--- src/rtl/mode_wait_pkg.sv ---
/*
 Constants for the mode map and wait-state controller: register offsets,
 field positions, reset values and counts.
 Assumes nothing of its surroundings.
*/
package mode_wait_pkg;
   // ==========================================================
   // Register offsets (word addresses on the plain port)
   localparam logic [7:0] OFS_MODE   = 8'h00;
   localparam logic [7:0] OFS_WAIT   = 8'h01;
   localparam logic [7:0] OFS_WCTL   = 8'h02;
   localparam logic [7:0] OFS_STATUS = 8'h03;
   // ==========================================================
   // Mode register fields
   localparam int VEC_HI      = 15;
   localparam int VEC_LO      = 7;
   localparam int BIT_ROMDIS  = 6;
   localparam int BIT_RAM_OVERLAY_BIT    = 5;
   localparam int BIT_ADDRESS_VISIBILITY_BIT    = 4;
   localparam int BIT_DATA_ROM_BIT    = 3;
   localparam int BIT_CLOCK_OUTPUT_OFF_BIT  = 2;
   localparam int BIT_MULTIPLY_SATURATION_BIT    = 1;
   localparam int BIT_SST     = 0;
   localparam logic [8:0] VEC_RESET = 9'h1FF;
   // ==========================================================
   // Wait-state register fields
   localparam int BIT_XPA     = 15;
   localparam int FLD_IO      = 12;
   localparam int FLD_DHI     = 9;
   localparam int FLD_DLO     = 6;
   localparam int FLD_PHI     = 3;
   localparam int FLD_PLO     = 0;
   localparam int NUM_RANGES  = 5;
   localparam logic [15:0] WAIT_RESET = 16'h7FFF;
   localparam int BIT_MULT    = 0;
   // ==========================================================
   // Access spaces and address boundaries
   localparam logic [1:0] SPACE_PROG = 2'h0;
   localparam logic [1:0] SPACE_DATA = 2'h1;
   localparam logic [1:0] SPACE_IO   = 2'h2;
   localparam logic [6:0] RAM_PAGE0_TOP = 7'h7F;
   localparam int PAGE_SHIFT  = 7;
   localparam int WAIT_MAX    = 14;
endpackage

--- src/rtl/mode_wait_ctrl.sv ---
/*
 Processor mode register and software wait-state generator.
 Assumes a CPU-side plain register port and synchronous bus/pin inputs.
*/
// Summary of operation
// Mode bits 15..7 select the 128-word vector page.
// Hardware reset sets the vector page to all ones.
// Software reset keeps vector page and ROM-disable bit.
// ROM-disable bit zero makes on-chip ROM visible in program space.
// ROM-disable bit loads from mode pin at reset; software may change it.
// Overlay bit maps RAM into program space except page 0.
// Visibility off holds the last external address on the pins.
// Visibility on drives internal program addresses onto the pins.
// Data-ROM bit maps upper on-chip memory into data space.
// Clock-output-off bit holds the clock pin high; resets to zero.
// Multiply saturation needs overflow and fractional mode too.
// Store saturation bit enables saturation after the output shift.
// Programmed waits extend a cycle by at most fourteen cycles.
// All-zero wait counts gate off the wait generator clock. Code tests only bits 13..0, so bit 14 of the I/O count is ignored.
// Five 3-bit counts sit in the low 15 bits of wait config.
// Multiplier bit in separate control register scales by 1 or 2.
// Reset gives seven waits everywhere and extended bit zero.
// Extended bit with program fields selects program ranges.
// Upper data count from 8000h up, lower count below.
// Multiplier one doubles counts up to fourteen.
// Count waits, then end cycle once ready is active.
`timescale 1ns/1ps
module mode_wait_ctrl
   import mode_wait_pkg::*;
(
   input  wire logic        ref_clk,        // Processor clock
   input  wire logic        srst,           // Hardware reset
   input  wire logic        clk_en,         // Clock enable
   input  wire logic        soft_reset,     // Software reset pulse
   input  wire logic        rom_mode_pin,   // Mode pin level
   input  wire logic [7:0]  reg_addr,       // Register address
   input  wire logic [15:0] reg_wdata,      // Register write data
   input  wire logic        reg_wr,         // Write strobe
   input  wire logic        reg_rd,         // Read strobe
   input  wire logic        overflow_mode_bit,   // CPU overflow mode
   input  wire logic        fractional_mode_bit, // CPU fractional mode
   input  wire logic [22:0] prog_addr,      // Internal program address
   input  wire logic        clk_src,        // Clock for output pin
   input  wire logic        ext_req,        // External access start
   input  wire logic [1:0]  ext_space,      // Program, data or I/O
   input  wire logic [22:0] ext_addr,       // External access address
   input  wire logic        ready_in,       // External ready
   output logic [15:0]      reg_rdata,      // Read data
   output logic [8:0]       vector_page_field,   // Vector page
   output logic [15:0]      vector_base,    // Vector page base address
   output logic             rom_in_prog,    // ROM in program space
   output logic             ram_in_prog,    // RAM overlay active
   output logic             data_rom_map,   // Memory mapped into data
   output logic             sat_product,    // Saturate before accumulate
   output logic             sat_store,      // Saturate on store
   output logic             clock_output_pin, // Clock output
   output logic [22:0]      ext_addr_pins,  // External address pins
   output logic             ext_busy,       // Access in progress
   output logic             ext_done        // Access end pulse
);
   // ==========================================================
   // Registers
   logic [15:0] mode_r;
   logic [15:0] wait_r;
   logic        mult_r;
   logic        pin_cap_r;
   logic [15:0] rdata_r;
   logic [15:0] vbase_r;
   logic        rom_r, ram_r, data_rom_bit_r, multiply_saturation_bit_r, sst_r, clk_r;
   logic [22:0] apins_r;
   logic        done_r, busy_r;
   logic [3:0]  count_r;
   logic        start_r;

   // ==========================================================
   // Address decode
   wire hit_mode = (reg_addr == OFS_MODE);
   wire hit_wait = (reg_addr == OFS_WAIT);
   wire hit_wctl = (reg_addr == OFS_WCTL);
   wire hit_stat = (reg_addr == OFS_STATUS);
   wire wr_mode  = reg_wr && hit_mode;
   wire wr_wait  = reg_wr && hit_wait;
   wire wr_wctl  = reg_wr && hit_wctl;

   // ==========================================================
   // Per-range base counts
   logic [2:0] base_cnt [NUM_RANGES];
   genvar gi;
   generate
      for (gi = 0; gi < NUM_RANGES; gi++) begin : g_fld
         assign base_cnt[gi] = wait_r[3*gi +: 3];
      end
   endgenerate

   // ==========================================================
   // Range selection
   wire extended_program_range_bit      = wait_r[BIT_XPA];
   wire prog_hi  = extended_program_range_bit ? ext_addr[22] : ext_addr[15];
   wire data_hi  = ext_addr[15];
   wire [2:0] sel_base =
      (ext_space == SPACE_IO)   ? base_cnt[FLD_IO/3]  :
      (ext_space == SPACE_DATA) ? (data_hi ? base_cnt[FLD_DHI/3]
                                           : base_cnt[FLD_DLO/3]) :
      (prog_hi ? base_cnt[FLD_PHI/3] : base_cnt[FLD_PLO/3]);
   // Doubling tops out at fourteen
   wire [3:0] sel_cnt = mult_r ? {sel_base, 1'b0} : {1'b0, sel_base};

   wire all_zero = (wait_r[13:0] == 14'h0);
   wire gate_on  = !all_zero;

   // ==========================================================
   // Derived mode outputs
   wire [15:0] vbase_nxt = {mode_r[VEC_HI:VEC_LO], 7'h00};
   wire        sat_nxt   = mode_r[BIT_MULTIPLY_SATURATION_BIT] && overflow_mode_bit
                           && fractional_mode_bit;
   wire        clk_nxt   = mode_r[BIT_CLOCK_OUTPUT_OFF_BIT] ? 1'b1 : clk_src;
   wire [22:0] apins_nxt = mode_r[BIT_ADDRESS_VISIBILITY_BIT] ? prog_addr :
                           (ext_req ? ext_addr : apins_r);
   wire [15:0] status    = {11'h000, gate_on, busy_r, pin_cap_r,
                            mult_r, done_r};
   wire [15:0] rdata_nxt =
      hit_mode ? mode_r :
      hit_wait ? wait_r :
      hit_wctl ? {15'h0000, mult_r} :
      hit_stat ? status : 16'h0000;

   // ==========================================================
   // Register file
   always_ff @(posedge ref_clk) begin
      if (srst) begin
         mode_r  <= {VEC_RESET, 7'h00};
         wait_r  <= WAIT_RESET;
         mult_r  <= 1'b0;
      end else if (clk_en) begin
         if (wr_mode) begin
            mode_r <= reg_wdata;
         end else if (soft_reset) begin
            // Vector page and ROM-disable bit survive
            mode_r[5:0] <= 6'h00;
         end
         if (wr_wait) begin
            wait_r <= reg_wdata;
         end
         if (wr_wctl) begin
            mult_r <= reg_wdata[BIT_MULT];
         end
         if (pin_cap_r && !wr_mode) begin
            mode_r[BIT_ROMDIS] <= rom_mode_pin;
         end
      end
   end

   // ==========================================================
   // Mode pin capture on the first enabled cycle after reset
   always_ff @(posedge ref_clk) begin
      if (srst) begin
         pin_cap_r <= 1'b1;
      end else if (clk_en) begin
         pin_cap_r <= 1'b0;
      end
   end

   // ==========================================================
   // Registered outputs
   always_ff @(posedge ref_clk) begin
      if (srst) begin
         rdata_r <= 16'h0000;
         vbase_r <= {VEC_RESET, 7'h00};
         rom_r   <= 1'b0;
         ram_r   <= 1'b0;
         data_rom_bit_r  <= 1'b0;
         multiply_saturation_bit_r  <= 1'b0;
         sst_r   <= 1'b0;
         clk_r   <= 1'b0;
         apins_r <= 23'h000000;
      end else if (clk_en) begin
         rdata_r <= reg_rd ? rdata_nxt : 16'h0000;
         vbase_r <= vbase_nxt;
         rom_r   <= !mode_r[BIT_ROMDIS];
         ram_r   <= mode_r[BIT_RAM_OVERLAY_BIT];
         data_rom_bit_r  <= mode_r[BIT_DATA_ROM_BIT];
         multiply_saturation_bit_r  <= sat_nxt;
         sst_r   <= mode_r[BIT_SST];
         clk_r   <= clk_nxt;
         apins_r <= apins_nxt;
      end
   end

   // ==========================================================
   // Access launch
   always_ff @(posedge ref_clk) begin
      if (srst) begin
         start_r <= 1'b0;
         count_r <= 4'h0;
      end else if (clk_en) begin
         start_r <= ext_req && !busy_r && !start_r;
         count_r <= sel_cnt;
      end
   end

   logic busy_w, done_w;
   wait_counter u_wait (
      .ref_clk  (ref_clk),
      .srst     (srst),
      .clk_en   (clk_en),
      .gate_on  (gate_on),
      .start    (start_r),
      .count    (count_r),
      .ready_in (ready_in),
      .busy     (busy_w),
      .done     (done_w)
   );

   always_ff @(posedge ref_clk) begin
      if (srst) begin
         busy_r <= 1'b0;
         done_r <= 1'b0;
      end else if (clk_en) begin
         busy_r <= busy_w || start_r;
         done_r <= done_w;
      end
   end

   // ==========================================================
   // Port drive
   assign reg_rdata         = rdata_r;
   assign vector_page_field = mode_r[VEC_HI:VEC_LO];
   assign vector_base       = vbase_r;
   assign rom_in_prog       = rom_r;
   assign ram_in_prog       = ram_r;
   assign data_rom_map      = data_rom_bit_r;
   assign sat_product       = multiply_saturation_bit_r;
   assign sat_store         = sst_r;
   assign clock_output_pin  = clk_r;
   assign ext_addr_pins     = apins_r;
   assign ext_busy          = busy_r;
   assign ext_done          = done_r;
endmodule

--- src/rtl/wait_counter.sv ---
/*
 Wait-state counter for one external access.
 Assumes start is a one-cycle pulse while idle and ready_in is synchronous.
*/
`timescale 1ns/1ps
module wait_counter
   import mode_wait_pkg::*;
(
   input  wire logic       ref_clk,   // Clock
   input  wire logic       srst,      // Sync reset
   input  wire logic       clk_en,    // Clock enable
   input  wire logic       gate_on,   // Counter clock enable
   input  wire logic       start,     // Access begins
   input  wire logic [3:0] count,     // Wait states to insert
   input  wire logic       ready_in,  // External ready
   output logic            busy,      // Access in progress
   output logic            done       // Access end pulse
);
   logic [3:0] left_r;
   logic       run_r;
   logic       done_r;
   wire        at_zero = (left_r == 4'h0);
   wire        finish  = run_r && at_zero && ready_in;

   assign busy = run_r;
   assign done = done_r;

   // ==========================================================
   // Count down, then hold until ready
   always_ff @(posedge ref_clk) begin
      if (srst) begin
         left_r <= 4'h0;
         run_r  <= 1'b0;
         done_r <= 1'b0;
      end else if (clk_en) begin
         done_r <= finish;
         if (start && !run_r) begin
            left_r <= gate_on ? count : 4'h0;
            run_r  <= 1'b1;
         end else if (finish) begin
            run_r <= 1'b0;
         end else if (run_r && !at_zero) begin
            left_r <= left_r - 4'h1;
         end
      end
   end
endmodule

--- config.mk ---
export PLATFORM = sky130hd
export DESIGN_NAME = mode_wait_ctrl
export DESIGN_NICKNAME = d
export VERILOG_FILES = /design/src/rtl/mode_wait_pkg.sv /design/src/rtl/mode_wait_ctrl.sv /design/src/rtl/wait_counter.sv
export SDC_FILE = /design/constraint.sdc
export NUM_CORES = 1
export LEC_CHECK = 0
export BUFFER_PORTS_ARGS = -buffer_cell sky130_fd_sc_hd__buf_2
export CAP_MARGIN = 20
export CORE_AREA = 2 2 118 120
export CTS_BUF_LIST = sky130_fd_sc_hd__clkbuf_8
export DETAILED_ROUTE_END_ITERATION = 8
export DIE_AREA = 0 0 120 122
export MAX_ROUTING_LAYER = met4
export PLACE_DENSITY_LB_ADDON = 0.3
export REMOVE_ABC_BUFFERS = 1
export SYNTH_ARGS = -nofsm -noshare
export SYNTH_HDL_FRONTEND = slang
export SYNTH_SLANG_ARGS = --single-unit
--- constraint.sdc ---
create_clock -name ref_clk -period 2.7 [get_ports ref_clk]
set_input_delay 0.54 -clock ref_clk [delete_from_list [all_inputs] [get_ports ref_clk]]
set_output_delay 0.54 -clock ref_clk [all_outputs]
set_load 0.05 [all_outputs]
==> impl_summary.txt <==
----------------------------------------------------
[Status]
  Status ... finished, final reports clean

[Placed design]
  Number of input and output port buffers inserted ... 148
  Weighted congestion at the end of routability-driven global placement ... 0.869
  Instance area at placement ... 5370 sq um
  Post-placement setup slack ... 0.357 ns
  Post-detail-place hpwl ... 9370 um

[Detailed routing]
  DRC errors left ... 0
  Router iterations before antenna repair ... 4
  Antenna-violating nets left ... 0
  Via Count ... 4145
  Wire length reported by the detailed router ... 12500 um
  Vias per Instance ... 5.04
  Detail-routed net length per standard cell ... 15.2 um
  Detailed router's first-iteration violation count ... 155

[Power and ir drop]
  Power density relative to cell area ... 529 nW/um^2
  Power share of the combinational group ... 15.0%
  Seq pwr share ... 52.9%
  Leakage power of the design ... 2.33 nW
  Part of the total power dissipated in the clock network ... 32.1%
  Switching fraction of total power ... 28.0%
  Internal cell power ... 2.12 mW
  Worst vdd rail ir drop ... 0.000292 V
  Switching component of the power ... 0.826 mW

[Synth]
  Yosys warnings ... 0
  Largest family of logic cells by synthesized area ... simple AND/OR/NAND/NOR gates
  Post-synthesis compound-gate area fraction ... 16.3%
  Fraction of post-synthesis cell area in the top cell type by area ... 43.9%
  Post-synth cell types ... 50
  Primary FF master, synth ... sky130_fd_sc_hd__dfxtp_1
  Portion of the post-synthesis area used by sequential elements ... 43.9%
  Netlist area before placement ... 4600 sq um
  Synth top cells by count ... sky130_fd_sc_hd__dfxtp_1, sky130_fd_sc_hd__nand2_1, sky130_fd_sc_hd__nor2_1
  Proportion of register bits with asynchronous set or reset after synthesis ... 0%
  Xor-xnor portion of the synthesized cell area ... 0%
  Cell types with the largest area share after synthesis ... sky130_fd_sc_hd__dfxtp_1, sky130_fd_sc_hd__mux2i_1, sky130_fd_sc_hd__nand2_1
  Count of mapped cells out of synthesis ... 517
  Multiplexer area fraction after synthesis ... 10.4%
  Adder-cell area share of the yosys netlist ... 0.272%
  Register bit count reported by yosys ... 101
  EDFF count, synth ... 0
  Biggest area consumer among synthesized cells ... sky130_fd_sc_hd__dfxtp_1
  Basic-gate share of the synthesized area counting and, or, nand and nor cells ... 21.6%
  Most common cell in the synthesized netlist ... sky130_fd_sc_hd__dfxtp_1
  Post-synthesis average cell area ... 8.90 sq um

[Setup path]
  WP data required ... 2.96 ns
  Buffer and inverter count on the worst path ... 1
  CP Cell Sequence ... buf_2 -> or4_4 -> or4_1 -> nand2_1 -> nand3b_1
  Largest delay share family, worst path ... simple AND/OR/NAND/NOR gates
  Category of the worst setup path capture point ... flop
  Max FO, Critical Path ... 14
  Number of cells on the worst reg-to-reg path ... 6
  Class of the most critical setup path ... in -> reg
  Logic depth of the worst path, buffers included ... 5
  Data arrival at the endpoint of the critical path ... 2.26 ns
  Startpoint type of the worst setup path ... input pin
  Cell with the largest stage delay on the worst path ... sky130_fd_sc_hd__or4_1
  Delay of the slowest critical-path stage ... 0.76 ns

[Floorplan]
  Die ar. ... 14600 sq um
  Starting density of the core ... 34.1%
  Top-level port count ... 156
  Die width ... 120 um
  Core Box Area ... 13500 sq um
  # rows ... 43
  Vertical die dimension ... 122 um

[Global routing]
  Global route overflow ... 0
  Most utilized layer in the global route result ... met2
  Initial antenna violation count ... 1
  Global-route wire length before repair ... 19800 um
  Met3 usage ... 4.63%
  Via count of the first global-routing pass ... 4014
  Overall Global Routing Usage ... 17.5%
  Maximum number of pins on one net before global-route repair ... 47
  Routing usage on met2 ... 29.9%
  Met1 usage in global routing ... 20.7%

[STA]
  Final total negative setup slack ... 0 ns
  Achievable Freq ... 500 MHz
  Setup repair after global routing missed its margin ... no
  Total count of hold-check failures in the final report ... 0
  Count of final setup violators ... 0
  Slew at the pin with the worst max-slew slack ... 0.656 ns
  Tmin final ... 2.00 ns
  Worst Skew ... 0.00936 ns
  Minimum setup slack in the final design ... 0.698 ns
  Max-slew violations ... 0
  Part of the cycle the worst path needs ... 74.1%
  Rel. slew slack ... 56.3%

[CTS]
  Clock Root Buffer ... sky130_fd_sc_hd__clkbuf_8
  Clk Latency, worst-skew pair ... 0.37 ns
  Number of gates resized after cts ... 0
  CTS max path bufs ... 2
  Count of clock tree sinks ... 101
  CTS tree ... yes
  Number of buffers inserted by post-CTS setup repair ... 0
  Clock-pin transition on the worst setup and hold timing paths ... 0.09 ns
  Hold buffer count at CTS ... 0
  CTS H-Tree Depth ... 3
  Number of buffers inserted during clock tree synthesis ... 9

[Finish]
  Utilization after layout ... 41.2%
  Number of nets in the layout ... 722
  Summed area of non-filler cells in the final layout ... 5570 sq um
  Count of fill cells added during filler insertion ... 1396
  Signed area change from the synthesized netlist to the final layout ... 21.0%
  Proportion of layout cells with a drive suffix above 1 ... 30.7%

[Worst hold path]
  Hold Path Depth ... 2
  Hold Crit Class ... in -> reg

[Job]
  MaxCap Viol Count ... 0

----------------------------------------------------
==> worst paths after layout <==
kind	startpoint	endpoint	slack [ns]
max reg2reg	u_wait.left_r[0]	u_wait.left_r[2]	1.00
min	ready_in	u_wait.busy	0.38
min reg2reg	count_r[0]	count_r[0]	0.46
max	reg_addr[3]	wait_r[13]	0.70
==> cells in the final DEF (no fill, tap or decap), types with 5 or more instances in the layout <==
cell / instances
sky130_fd_sc_hd__a211o_1: 11
sky130_fd_sc_hd__a211oi_1: 27
sky130_fd_sc_hd__a21oi_1: 20
sky130_fd_sc_hd__a22oi_1: 11
sky130_fd_sc_hd__a2bb2oi_1: 6
sky130_fd_sc_hd__a31oi_1: 5
sky130_fd_sc_hd__and2_1: 5
sky130_fd_sc_hd__buf_2: 148
sky130_fd_sc_hd__buf_4: 11
sky130_fd_sc_hd__clkbuf_8: 10
sky130_fd_sc_hd__conb_1: 7
sky130_fd_sc_hd__dfxtp_1: 101
sky130_fd_sc_hd__inv_1: 9
sky130_fd_sc_hd__mux2_2: 13
sky130_fd_sc_hd__mux2i_1: 33
sky130_fd_sc_hd__nand2_1: 71
sky130_fd_sc_hd__nand3_1: 7
sky130_fd_sc_hd__nand3b_1: 23
sky130_fd_sc_hd__nor2_1: 57
sky130_fd_sc_hd__nor2b_1: 6
sky130_fd_sc_hd__o211ai_1: 7
sky130_fd_sc_hd__o21ai_0: 6
==> final cells by class <==
class	count	area (sq um)	share of cell area [%]
Multi-Input combinational cell	358	2270	40.8
Sequential cell	101	2020	36.3
Timing Repair Buffer	159	823	14.8
Tap cell	180	225	4.04
Clock buffer	10	138	2.47
Clock inverter	6	53.8	0.966
Inverter	8	30.0	0.539
Antenna cell	1	2.50	0.0449
==> sequential cells by signal (all words and copies together) (netlist names), 4 cells and up <==
register	flops
ext_addr_pins	23
count_r	4
mode_r	16
wait_r	16
vector_base	9
reg_rdata	16
u_wait.left_r	4
==> kinds of logic (layout without fill, tap and decap cells) <==
kind of cell | Yosys count | after routing
simple gates | 199 | 199
buf+inv | 64 | 183
compound gates | 105 | 105
fa+ha+maj | 1 | 1
flops | 101 | 101
other cells | 1 | 8
mux | 46 | 46
==> through the flow <==
stage               instances  total power [mW]  hold WS, ns
global placement          806              2.03        0.444
global route              823              3.09        0.365
floorplan                 467              1.86        0.426
CTS                       822              2.98        0.371
finish                    823              2.95        0.384
detailed placement        806              2.04        0.448
==> power groups by stage <==
stage          logic [mW]  clock network (mW)  registers [mW]
4_1_cts             0.446               0.979            1.56
3_3_place_gp        0.436                   0            1.59
6_report            0.443               0.946            1.56
2_1_floorplan       0.154                   0            1.70
5_1_grt             0.477                1.05            1.57
3_5_place_dp        0.444                   0            1.59
==> metal layers <==
metal,vias to the layer above,part of all wire [%]
li1,2051,-
met1,1926,44
met2,154,48
met3,14,7.3
met4,0,1.3
met5,-,0
==> worst register-to-register path, cell delays in order, from the launching register on <==
cell	delay, ns
sky130_fd_sc_hd__dfxtp_1	0.35
sky130_fd_sc_hd__inv_1	0.07
sky130_fd_sc_hd__ha_1	0.17
sky130_fd_sc_hd__nor4bb_1	0.51
sky130_fd_sc_hd__nor2_1	0.24
sky130_fd_sc_hd__nand4_1	0.15
sky130_fd_sc_hd__a31oi_1	0.08
Power figures use the tool's default switching activity.
